--- src/rtl/dit_pkg.sv ---
// Package for the dual internal timer block: CSR map, fields, reset values, carriers
package dit_pkg;

  // ****************************************
  // CSR addresses and widths
  // ****************************************
  localparam int DIT_CSR_AW = 12;
  localparam int DIT_DW = 32;
  localparam logic [11:0] DIT_T0_COUNT_ADDR = 12'h7D2;
  localparam logic [11:0] DIT_T0_LIMIT_ADDR = 12'h7D3;
  localparam logic [11:0] DIT_T0_CONTROL_ADDR = 12'h7D4;
  localparam logic [11:0] DIT_T1_COUNT_ADDR = 12'h7D5;
  localparam logic [11:0] DIT_T1_LIMIT_ADDR = 12'h7D6;
  localparam logic [11:0] DIT_T1_CONTROL_ADDR = 12'h7D7;

  // ****************************************
  // Field positions and reset values
  // ****************************************
  localparam int DIT_CTL_ENABLE_BIT = 0;
  localparam int DIT_CTL_SLEEP_BIT = 1;
  localparam int DIT_CTL_PAUSE_BIT = 2;
  localparam int DIT_CTL_W = 3;
  localparam int DIT_MIP_T0_BIT = 29;
  localparam int DIT_MIP_T1_BIT = 28;
  localparam logic [31:0] DIT_COUNT_RESET = 32'h0000_0000;
  localparam logic [31:0] DIT_LIMIT_RESET = 32'hFFFF_FFFF;
  localparam logic [2:0] DIT_CTL_RESET = 3'h1;
  localparam logic [31:0] DIT_ONE = 32'h0000_0001;
  localparam logic [31:0] DIT_ZERO = 32'h0000_0000;
  localparam logic [31:0] DIT_CAUSE_T0 = 32'h8000_001D;
  localparam logic [31:0] DIT_CAUSE_T1 = 32'h8000_001C;

  // ****************************************
  // Carriers
  // ****************************************
  // Core state shared by both timers
  typedef struct packed {
    logic sleep_state;
    logic paused;
    logic debug_halted_state;
    logic single_step;
  } dit_core_state_t;

  // CSR write command toward one timer
  typedef struct packed {
    logic count_we;
    logic limit_we;
    logic control_we;
    logic [31:0] wdata;
  } dit_wr_t;

  // Per-timer control fields
  typedef struct packed {
    logic pause_en;
    logic sleep_en;
    logic enable;
  } dit_ctl_t;

  // Interrupt sources seen by the arbiter
  typedef enum logic [2:0] {
    DIT_SRC_NONE,
    DIT_SRC_EXT,
    DIT_SRC_SW,
    DIT_SRC_TMR,
    DIT_SRC_T0,
    DIT_SRC_T1
  } dit_src_t;

endpackage : dit_pkg

--- src/rtl/dit_timers.sv ---
// Dual internal timer block: CSR access, interrupt bits, arbitration and wake
// Function
// Pending/enable at mip/mie bits 29 and 28
// Timer interrupts below external, software, timer
// Cause 0x8000_001D timer zero, 0x8000_001C one
// Timer zero wins over timer one
// Interrupt is one-cycle pulse, not sticky (code holds it high while limit is zero)
// Reserved bits read zero, fields are WARL
// Count only when enable bit set
// In sleep count only if sleep enable
// While paused count only if pause enable
// No counting in debug except single step
// Counter clears when at or above limit
// Bound hit beats a same-cycle counter write
// Count resets zero, limit resets all ones
// Pause enable bit 2; interrupt ends pause
// Sleep enable bit 1; interrupt wakes core
// Enable bit 0 resets to one
// Counter advances one each qualified cycle
// Counting starts the cycle after reset
// Interrupt raised when count at/above limit
// Two identical independent timer instances
module dit_timers
  import dit_pkg::*;
(
  input wire logic clock,
  input wire logic rst,
  input wire dit_pkg::dit_core_state_t core_state,
  input wire logic csr_we,
  input wire logic [11:0] csr_addr,
  input wire logic [31:0] csr_wdata,
  output logic [31:0] csr_rdata,
  output logic csr_hit,
  input wire logic [1:0] timer_irq_enable,
  input wire logic ext_irq,
  input wire logic sw_irq,
  input wire logic std_timer_irq,
  input wire logic [31:0] other_mip,
  output logic [31:0] mip_view,
  output logic irq_take,
  output logic [31:0] irq_cause,
  output logic timer_wake,
  output logic pause_end
);
  import dit_pkg::*;

  // ****************************************
  // Timer instances
  // ****************************************
  dit_wr_t wr0;
  dit_wr_t wr1;
  logic [31:0] cnt0;
  logic [31:0] cnt1;
  logic [31:0] lim0;
  logic [31:0] lim1;
  dit_ctl_t ctl0;
  dit_ctl_t ctl1;
  logic [1:0] timer_irq_pending;
  logic [1:0] irq_live;
  dit_src_t src;
  logic [31:0] cause_next;
  logic [31:0] rdata_next;
  logic hit_next;

  // Address decode of writes into per-timer commands
  always_comb
  begin
    wr0 = '0;
    wr1 = '0;
    wr0.wdata = csr_wdata;
    wr1.wdata = csr_wdata;
    if (csr_we && csr_addr == DIT_T0_COUNT_ADDR)
      wr0.count_we = 1'b1;
    else if (csr_we && csr_addr == DIT_T0_LIMIT_ADDR)
      wr0.limit_we = 1'b1;
    else if (csr_we && csr_addr == DIT_T0_CONTROL_ADDR)
      wr0.control_we = 1'b1;
    else if (csr_we && csr_addr == DIT_T1_COUNT_ADDR)
      wr1.count_we = 1'b1;
    else if (csr_we && csr_addr == DIT_T1_LIMIT_ADDR)
      wr1.limit_we = 1'b1;
    else if (csr_we && csr_addr == DIT_T1_CONTROL_ADDR)
      wr1.control_we = 1'b1;
  end

  // Same module twice, nothing shared but clock, reset and core state
  dit_timer u_timer0 (
    .clock(clock),
    .rst(rst),
    .core_state(core_state),
    .wr(wr0),
    .count_q(cnt0),
    .limit_q(lim0),
    .ctl_q(ctl0),
    .irq_pulse(timer_irq_pending[0])
  );

  dit_timer u_timer1 (
    .clock(clock),
    .rst(rst),
    .core_state(core_state),
    .wr(wr1),
    .count_q(cnt1),
    .limit_q(lim1),
    .ctl_q(ctl1),
    .irq_pulse(timer_irq_pending[1])
  );

  // ****************************************
  // CSR read path
  // ****************************************
  // Reads registered so data comes from flops; unmapped reads zero
  always_comb
  begin
    rdata_next = DIT_ZERO;
    hit_next = 1'b1;
    if (csr_addr == DIT_T0_COUNT_ADDR)
      rdata_next = cnt0;
    else if (csr_addr == DIT_T0_LIMIT_ADDR)
      rdata_next = lim0;
    else if (csr_addr == DIT_T0_CONTROL_ADDR)
      rdata_next = {29'h0, ctl0};
    else if (csr_addr == DIT_T1_COUNT_ADDR)
      rdata_next = cnt1;
    else if (csr_addr == DIT_T1_LIMIT_ADDR)
      rdata_next = lim1;
    else if (csr_addr == DIT_T1_CONTROL_ADDR)
      rdata_next = {29'h0, ctl1};
    else
      hit_next = 1'b0;
  end

  // Read data register
  always_ff @(posedge clock)
  begin
    if (rst)
    begin
      csr_rdata <= DIT_ZERO;
      csr_hit <= 1'b0;
    end
    else
    begin
      csr_rdata <= rdata_next;
      csr_hit <= hit_next;
    end
  end

  // ****************************************
  // Pending view and arbitration
  // ****************************************
  // Pending bits merged into the core's mip image, never latched
  always_comb
  begin
    mip_view = other_mip;
    mip_view[DIT_MIP_T0_BIT] = timer_irq_pending[0];
    mip_view[DIT_MIP_T1_BIT] = timer_irq_pending[1];
  end

  assign irq_live = timer_irq_pending & timer_irq_enable;

  // Fixed priority: standard sources first, then timer zero, then one
  always_comb
  begin
    if (ext_irq)
      src = DIT_SRC_EXT;
    else if (sw_irq)
      src = DIT_SRC_SW;
    else if (std_timer_irq)
      src = DIT_SRC_TMR;
    else if (irq_live[0])
      src = DIT_SRC_T0;
    else if (irq_live[1])
      src = DIT_SRC_T1;
    else
      src = DIT_SRC_NONE;
  end

  // Cause only produced for this block's own sources
  always_comb
  begin
    case (src)
      DIT_SRC_T0: cause_next = DIT_CAUSE_T0;
      DIT_SRC_T1: cause_next = DIT_CAUSE_T1;
      default: cause_next = DIT_ZERO;
    endcase
  end

  // Take pulse and cause registered; one cycle late but glitch free
  always_ff @(posedge clock)
  begin
    if (rst)
    begin
      irq_take <= 1'b0;
      irq_cause <= DIT_ZERO;
    end
    else
    begin
      irq_take <= (src == DIT_SRC_T0) || (src == DIT_SRC_T1);
      irq_cause <= cause_next;
    end
  end

  // ****************************************
  // Wake requests
  // ****************************************
  // Debug halt is never left by a timer event
  always_comb
  begin
    timer_wake = core_state.sleep_state & ~core_state.debug_halted_state
      & ((irq_live[0] & ctl0.sleep_en) | (irq_live[1] & ctl1.sleep_en));
    pause_end = core_state.paused
      & ((irq_live[0] & ctl0.pause_en) | (irq_live[1] & ctl1.pause_en));
  end

  // ****************************************
  // Assertions
  // ****************************************
  a_limit_clears: assert property (@(posedge clock) disable iff (rst)
    (cnt0 >= lim0) |=> (cnt0 == DIT_ZERO))
    else $error("timer0 not cleared at limit");

  a_write_loses: assert property (@(posedge clock) disable iff (rst)
    (wr1.count_we && cnt1 >= lim1) |=> (cnt1 == DIT_ZERO))
    else $error("count write beat bound clear");

  a_pulse_single: assert property (@(posedge clock) disable iff (rst)
    timer_irq_pending[0] |=> !timer_irq_pending[0] || (lim0 == DIT_ZERO))
    else $error("timer0 pulse lasted two cycles");

  a_enable_gate: assert property (@(posedge clock) disable iff (rst)
    (!ctl0.enable && !wr0.count_we && cnt0 < lim0) |=> $stable(cnt0))
    else $error("counted while disabled");

  a_sleep_gate: assert property (@(posedge clock) disable iff (rst)
    (core_state.sleep_state && !ctl1.sleep_en && !wr1.count_we && cnt1 < lim1)
    |=> $stable(cnt1))
    else $error("counted in sleep");

  a_debug_gate: assert property (@(posedge clock) disable iff (rst)
    (core_state.debug_halted_state && !core_state.single_step && !wr0.count_we
    && cnt0 < lim0) |=> $stable(cnt0))
    else $error("counted in debug halt");

  a_count_step: assert property (@(posedge clock) disable iff (rst)
    (ctl0.enable && !core_state.sleep_state && !core_state.paused
    && !core_state.debug_halted_state && !wr0.count_we && cnt0 < lim0)
    |=> (cnt0 == $past(cnt0) + DIT_ONE))
    else $error("counter did not advance by one");

  a_t0_first: assert property (@(posedge clock) disable iff (rst)
    (irq_live == 2'b11 && !ext_irq && !sw_irq && !std_timer_irq)
    |=> (irq_take && irq_cause == DIT_CAUSE_T0))
    else $error("timer one taken ahead of zero");

  a_std_first: assert property (@(posedge clock) disable iff (rst)
    (ext_irq || sw_irq || std_timer_irq) |=> !irq_take)
    else $error("timer ahead of standard interrupt");

  a_cause_t1: assert property (@(posedge clock) disable iff (rst)
    (irq_live == 2'b10 && !ext_irq && !sw_irq && !std_timer_irq)
    |=> (irq_cause == DIT_CAUSE_T1))
    else $error("wrong cause for timer one");

  // ****************************************
  // Counterpart timer checks and shared-path checks
  // ****************************************
  // Both instances are checked for the counting rules; reset values and reserved bits are checked on timer one only
  a_t1_clears: assert property (@(posedge clock) disable iff (rst)
    (cnt1 >= lim1) |=> (cnt1 == DIT_ZERO))
    else $error("timer1 not cleared at limit");

  a_t0_write_loses: assert property (@(posedge clock) disable iff (rst)
    (wr0.count_we && cnt0 >= lim0) |=> (cnt0 == DIT_ZERO))
    else $error("timer0 count write beat bound clear");

  a_t1_pulse_single: assert property (@(posedge clock) disable iff (rst)
    timer_irq_pending[1] |=> !timer_irq_pending[1] || (lim1 == DIT_ZERO))
    else $error("timer1 pulse lasted two cycles");

  a_t1_enable_gate: assert property (@(posedge clock) disable iff (rst)
    (!ctl1.enable && !wr1.count_we && cnt1 < lim1) |=> $stable(cnt1))
    else $error("timer1 counted while disabled");

  a_t0_sleep_gate: assert property (@(posedge clock) disable iff (rst)
    (core_state.sleep_state && !ctl0.sleep_en && !wr0.count_we && cnt0 < lim0)
    |=> $stable(cnt0))
    else $error("timer0 counted in sleep");

  a_t0_pause_gate: assert property (@(posedge clock) disable iff (rst)
    (core_state.paused && !ctl0.pause_en && !wr0.count_we && cnt0 < lim0)
    |=> $stable(cnt0))
    else $error("timer0 counted while paused");

  a_t1_pause_gate: assert property (@(posedge clock) disable iff (rst)
    (core_state.paused && !ctl1.pause_en && !wr1.count_we && cnt1 < lim1)
    |=> $stable(cnt1))
    else $error("timer1 counted while paused");

  a_t1_debug_gate: assert property (@(posedge clock) disable iff (rst)
    (core_state.debug_halted_state && !core_state.single_step && !wr1.count_we
    && cnt1 < lim1) |=> $stable(cnt1))
    else $error("timer1 counted in debug halt");

  a_t1_count_step: assert property (@(posedge clock) disable iff (rst)
    (ctl1.enable && !core_state.sleep_state && !core_state.paused
    && !core_state.debug_halted_state && !wr1.count_we && cnt1 < lim1)
    |=> (cnt1 == $past(cnt1) + DIT_ONE))
    else $error("timer1 did not advance by one");

  // Reset values seen at the first edge after release
  a_reset_values: assert property (@(posedge clock)
    $fell(rst) |-> (cnt1 == DIT_COUNT_RESET && lim1 == DIT_LIMIT_RESET
    && ctl1 == DIT_CTL_RESET))
    else $error("timer1 reset values wrong");

  a_ctl_reserved: assert property (@(posedge clock) disable iff (rst)
    (csr_addr == DIT_T1_CONTROL_ADDR) |=> (csr_rdata[DIT_DW-1:DIT_CTL_W] == '0))
    else $error("reserved control bits not zero");

  a_mask_t1: assert property (@(posedge clock) disable iff (rst)
    (!timer_irq_enable[1] && !irq_live[0]) |=> !irq_take)
    else $error("masked timer1 interrupt taken");

  a_take_cause: assert property (@(posedge clock) disable iff (rst)
    irq_take |-> (irq_cause == DIT_CAUSE_T0 || irq_cause == DIT_CAUSE_T1))
    else $error("take without timer cause");

  a_take_source: assert property (@(posedge clock) disable iff (rst)
    irq_take |-> $past(irq_live != 2'b00))
    else $error("take without a timer pulse");

  // Wake only matters outside debug halt; pause end has no such limit
  a_wake_t0: assert property (@(posedge clock) disable iff (rst)
    (core_state.sleep_state && !core_state.debug_halted_state && irq_live[0]
    && ctl0.sleep_en) |-> timer_wake)
    else $error("timer0 interrupt did not wake");

  a_pause_t1: assert property (@(posedge clock) disable iff (rst)
    (core_state.paused && irq_live[1] && ctl1.pause_en) |-> pause_end)
    else $error("timer1 interrupt did not end pause");

  c_t0_irq: cover property (@(posedge clock) disable iff (rst) irq_live[0]);
  c_both_irq: cover property (@(posedge clock) disable iff (rst) irq_live == 2'b11);
  c_wake: cover property (@(posedge clock) disable iff (rst) timer_wake);
  c_pause_end: cover property (@(posedge clock) disable iff (rst) pause_end);
  c_t1_take: cover property (@(posedge clock) disable iff (rst)
    irq_take && irq_cause == DIT_CAUSE_T1);

endmodule : dit_timers

--- src/rtl/dit_timer.sv ---
// One internal timer: counter, limit, control bits and interrupt pulse, one cycle long for a nonzero limit
module dit_timer
  import dit_pkg::*;
(
  input wire logic clock,
  input wire logic rst,
  input wire dit_pkg::dit_core_state_t core_state,
  input wire dit_pkg::dit_wr_t wr,
  output logic [31:0] count_q,
  output logic [31:0] limit_q,
  output dit_pkg::dit_ctl_t ctl_q,
  output logic irq_pulse
);
  import dit_pkg::*;

  logic [31:0] count_reg;
  logic [31:0] count_next;
  logic [31:0] limit_reg;
  dit_ctl_t ctl_reg;
  logic hit;
  logic inc_ok;

  // ****************************************
  // Increment gating and bound compare
  // ****************************************
  assign hit = (count_reg >= limit_reg);
  // Debug halt blocks counting unless a single step is executing
  assign inc_ok = ctl_reg.enable
    & (~core_state.sleep_state | ctl_reg.sleep_en)
    & (~core_state.paused | ctl_reg.pause_en)
    & (~core_state.debug_halted_state | core_state.single_step);

  // Next count: clearing beats a CSR write so the event is not lost
  always_comb
  begin
    if (hit)
      count_next = DIT_COUNT_RESET;
    else if (wr.count_we)
      count_next = wr.wdata;
    else if (inc_ok)
      count_next = count_reg + DIT_ONE;
    else
      count_next = count_reg;
  end

  // Counter register, starts counting the cycle after reset
  always_ff @(posedge clock)
  begin
    if (rst)
      count_reg <= DIT_COUNT_RESET;
    else
      count_reg <= count_next;
  end

  // Limit register takes any 32-bit value
  always_ff @(posedge clock)
  begin
    if (rst)
      limit_reg <= DIT_LIMIT_RESET;
    else if (wr.limit_we)
      limit_reg <= wr.wdata;
  end

  // Control bits; upper bits are not stored and read zero
  always_ff @(posedge clock)
  begin
    if (rst)
      ctl_reg <= DIT_CTL_RESET;
    else if (wr.control_we)
      ctl_reg <= wr.wdata[DIT_CTL_W-1:0];
  end

  assign count_q = count_reg;
  assign limit_q = limit_reg;
  assign ctl_q = ctl_reg;
  assign irq_pulse = hit;

endmodule : dit_timer

--- config.mk ---
export PLATFORM = sky130hd
export DESIGN_NAME = dit_timers
export DESIGN_NICKNAME = d
export VERILOG_FILES = /design/src/rtl/dit_pkg.sv /design/src/rtl/dit_timers.sv /design/src/rtl/dit_timer.sv
export SDC_FILE = /design/constraint.sdc
export NUM_CORES = 1
export LEC_CHECK = 0
export ABC_AREA = 1
export BUFFER_PORTS_ARGS = -buffer_cell sky130_fd_sc_hd__clkbuf_2
export CELL_PAD_IN_SITES_DETAIL_PLACEMENT = 1
export CELL_PAD_IN_SITES_GLOBAL_PLACEMENT = 1
export CORE_UTILIZATION = 41
export CTS_BUF_LIST = sky130_fd_sc_hd__clkbuf_4 sky130_fd_sc_hd__clkbuf_8
export DETAILED_ROUTE_END_ITERATION = 16
export PLACE_DENSITY = 0.88
export SLEW_MARGIN = 20
export SYNTH_ARGS = -nofsm -noshare
export SYNTH_HDL_FRONTEND = slang
export SYNTH_HIERARCHICAL = 1
export SYNTH_SLANG_ARGS = --single-unit
--- constraint.sdc ---
create_clock -name clock -period 2.7 [get_ports clock]
set_input_delay 0.135 -clock clock [delete_from_list [all_inputs] [get_ports clock]]
set_output_delay 0.135 -clock clock [all_outputs]
set_load 0.02 [all_outputs]
==> impl_metrics.py <==
metrics = {
    "placement": {
        "portBuffers": 98,
        "hpwlAfterDp_mm": 31.88,
        "place_area_mm2": 0.01194,
        "dp_slack_ns": 0.2926,
        "gp_congestion": 0.9502,
    },
    "pwr": {
        "ir_worst_vdd_mv": 0.2575,
        "p_seq_frac": 0.515,
        "p_switching_uw": 1475,
        "leakage_uw": 0.006338,
        "swShare": 0.3041,
        "clockPowerShare": 0.405,
        "power.total_uw": 4850,
        "power_density_mw_per_mm2": 379.8,
        "combPwrFrac": 0.080,
        "p_int_uw": 3375,
    },
    "layout": {
        "mostFrequentLayoutCells": "nand2_1 (351), inv_1 (202), a21oi_1 (192)",
        "diodes": 0,
        "layout.nets": 1967,
        "syn2layout_area_growth_pct": 12.70,
        "drive_above_1_share": 0.1900,
        "stdcell_area_mm2": 0.01277,
        "final_common_cell": "nand2_1",
    },
    "timing": {
        "setup_violations": 0,
        "maxSlewHeadroom": 0.4914,
        "finClkSkew_ns": 0.01737,
        "fin_crit_sh": 0.9724,
        "tns_ns": 0,
        "worstMarginPinSlew_ns": 0.7611,
        "report.final.slew_viol_count": 0,
        "clock.fmax_mhz": 380.9,
        "hold_viol": 0,
        "rsz0062_at_grt": "yes",
        "finalCriticalPeriod_ns": 2.625,
        "worst_slack_ns": 0.07456,
    },
    "synth": {
        "synth.top_cells.by_area": "dfxtp_1 (30%), nand2_1 (12%), a21oi_1 (8.6%), ha_1 (7.3%), inv_1 (6.8%)",
        "ys.warnings.count": 6,
        "syn_area_mm2": 0.01133,
        "synth.distinct_cells": 43,
        "yosysSeqAreaShare": 0.2986,
        "yosysTopAreaCell": "dfxtp_1",
        "yosys.area.top_type_share": 0.2986,
        "ys_seq_elements": 169,
        "syn_inst": 1728,
        "avgSynthCellArea_um2": 6.556,
    },
    "detailed_routing": {
        "initialDrtViolationCount": 972,
        "drc": 0,
        "ant_nets": 0,
        "drt-pass1-iter-count": 5,
        "routed_wirelength_mm": 44.31,
        "num_vias": 12100,
        "viasPerCell": 5.585,
        "routedWlPerCell_um": 20.45,
    },
    "global_route": {
        "grt_pass1_vias": 12050,
        "grt_overflow": 0,
        "antenna_found_initial": 0,
        "track_usage": 0.3118,
        "grt_max_degree": 65,
        "grt_first_pass_wirelength_mm": 67.65,
    },
    "setup_path": {
        "reg2reg_to": "irq_take",
        "arrival_ns": 2.49,
        "required_ns": 2.57,
        "setup.worst_path.class": "reg -> out",
        "rr_worst_depth": 15,
        "reg2reg_from": "u_timer0/count_q[0]",
        "crit_path_start_kind": "flop",
        "cp-end-kind": "primary output",
        "path_max_fanout": 3,
        "r2r_slack_ns": 0.13,
    },
    "floorplanning": {
        "rows": 60,
        "core_mm2": 0.02703,
        "ios": 188,
        "die_area_mm2": 0.02830,
        "die_w_um": 168.2,
        "start_util": 0.4192,
        "die_h_um": 168.2,
    },
    "min_path": {
        "hold_path_depth": 3,
        "holdPathEnd": "u_timer1/limit_q[21]",
        "min_from": "csr_wdata[21]",
        "hold_path_class": "in -> reg",
    },
    "clocking": {
        "cts.sinks": 169,
        "clock_latency_ns": 0.49,
        "cts_made_buffers": 17,
        "cts.clk_slew.worst_paths_ns": 0.10,
        "root_buffer": "clkbuf_8",
        "clk_path_buf_depth": 2,
        "cts_tree": "done",
        "htree_levels": 4,
    },
    "run": {
        "maxCapViolCount": 0,
    },
    "status": {
        "status": "finished clean",
    },
}
## power groups by stage
| stage | Sequential [uW] | Clock [uW] | Combinational (uW) |
|---|---|---|---|
| finish | 2500 | 1960 | 389 |
| global route | 2500 | 2080 | 410 |
| CTS | 2500 | 1980 | 372 |
| detailed placement | 2560 | 0 | 352 |
| global placement | 2560 | 0 | 347 |
| floorplan | 2560 | 0 | 278 |
## flip-flops by register name (all words and copies together) (netlist names)
| signal | flops |
|---|---|
| u_timer0/ctl_q | 3 |
| irq_take | 1 |
| u_timer1/count_q | 32 |
| u_timer1/ctl_q | 3 |
| csr_hit | 1 |
| u_timer0/limit_q | 32 |
| csr_rdata | 32 |
| u_timer0/count_q | 32 |
| u_timer1/limit_q | 32 |
| irq_cause | 1 |
## worst max-delay path: stages (launching register included)
cell and delay (ns):
dfxtp_4 0.36, inv_1 0.06, ha_1 0.29, nand2_1 0.05, nand3_1 0.10, nand2_1 0.07
nand2_2 0.09, nand2_1 0.05, nand2_1 0.06, nand2_1 0.06, nand2_2 0.12, nand2_2 0.10
nand2_4 0.09, nand2_2 0.08, o21ai_2 0.11, nand2_1 0.06, nor2_1 0.10, buf_4 0.15
## repair_timing
action,CTS,global route
setup buffers,2,6
hold buffers,14,1
pin swaps,3,13
setup endpoints to repair,2,4
hold endpoints to repair,17,1
resized for setup,23,56
## logic make-up (layout without fill, tap and decap cells)
kind of cell    after synthesis  after routing  share of synthesized area
simple gates                735            735                     0.2924
compound gates              393            393                     0.1781
xor+xnor                     22             22                    0.01701
fa+ha+maj                    66             66                    0.07289
buf+inv                     342            414                     0.1406
other cells                   1             27                  0.0003310
flops                       169            169                     0.2986
## cell type report
cell class | count | area, um2
Multi-Input combinational cell | 1243 | 6635
Clock inverter | 15 | 177.7
Sequential cell | 169 | 3427
Clock buffer | 17 | 234.0
Fill cell | 3622 | 14260
Timing Repair Buffer | 163 | 1044
Tap cell | 341 | 426.7
Inverter | 219 | 824.5
## worst max-delay path by stage
stage,startpoint,to,slack (ns)
after floorplan,u_timer1/count_q[14],pause_end,0.57
after global placement,u_timer0/count_q[0],timer_wake,0.36
after detailed placement,u_timer1/count_q[0],timer_wake,0.29
after CTS,u_timer1/limit_q[1],timer_wake,0.02
after global routing,u_timer1/count_q[0],timer_wake,-0.06
final,u_timer0/count_q[0],timer_wake,0.07
## metal layers
| layer | vias to the layer above | global-route usage | wire length, um |
|---|---|---|---|
| met1 | 5879 | 0.4060 | 19180 |
| met4 | 0 | 0.1423 | 2008 |
| met2 | 494 | 0.5077 | 19990 |
| met3 | 96 | 0.04701 | 3131 |
| met5 | - | 0 | 0 |
| li1 | 5633 | - | - |
## synth_stat cells (all sizes together)
master / number
nand4: 14
nand3b: 2
a22oi: 4
and2: 2
o21ai: 179
nor3: 10
nor4: 4
a21oi: 194
a2111oi: 1
o21bai: 4
buf: 85
inv: 216
clkbuf: 38
o21a: 4
and3: 6
nand2: 392
ha: 66
xor2: 22
o211a: 2
conb: 1
nand3: 74
clkinv: 3
dfxtp: 169
a21boi: 1
nor2: 223
a31oi: 4
or2: 8
## per-stage QoR
step | cells | utilization | hold slack [ns]
final | 2167 | 0.4725 | 0.01466
after global routing | 2167 | 0.4725 | 0.01137
after CTS | 2160 | 0.4642 | 0.0006193
after detailed placement | 2112 | 0.4417 | 0.2701
after global placement | 2112 | 0.4417 | 0.2701
after floorplan | 1754 | - | 0.2074
No activity file was read; power rests on OpenSTA's default activity.
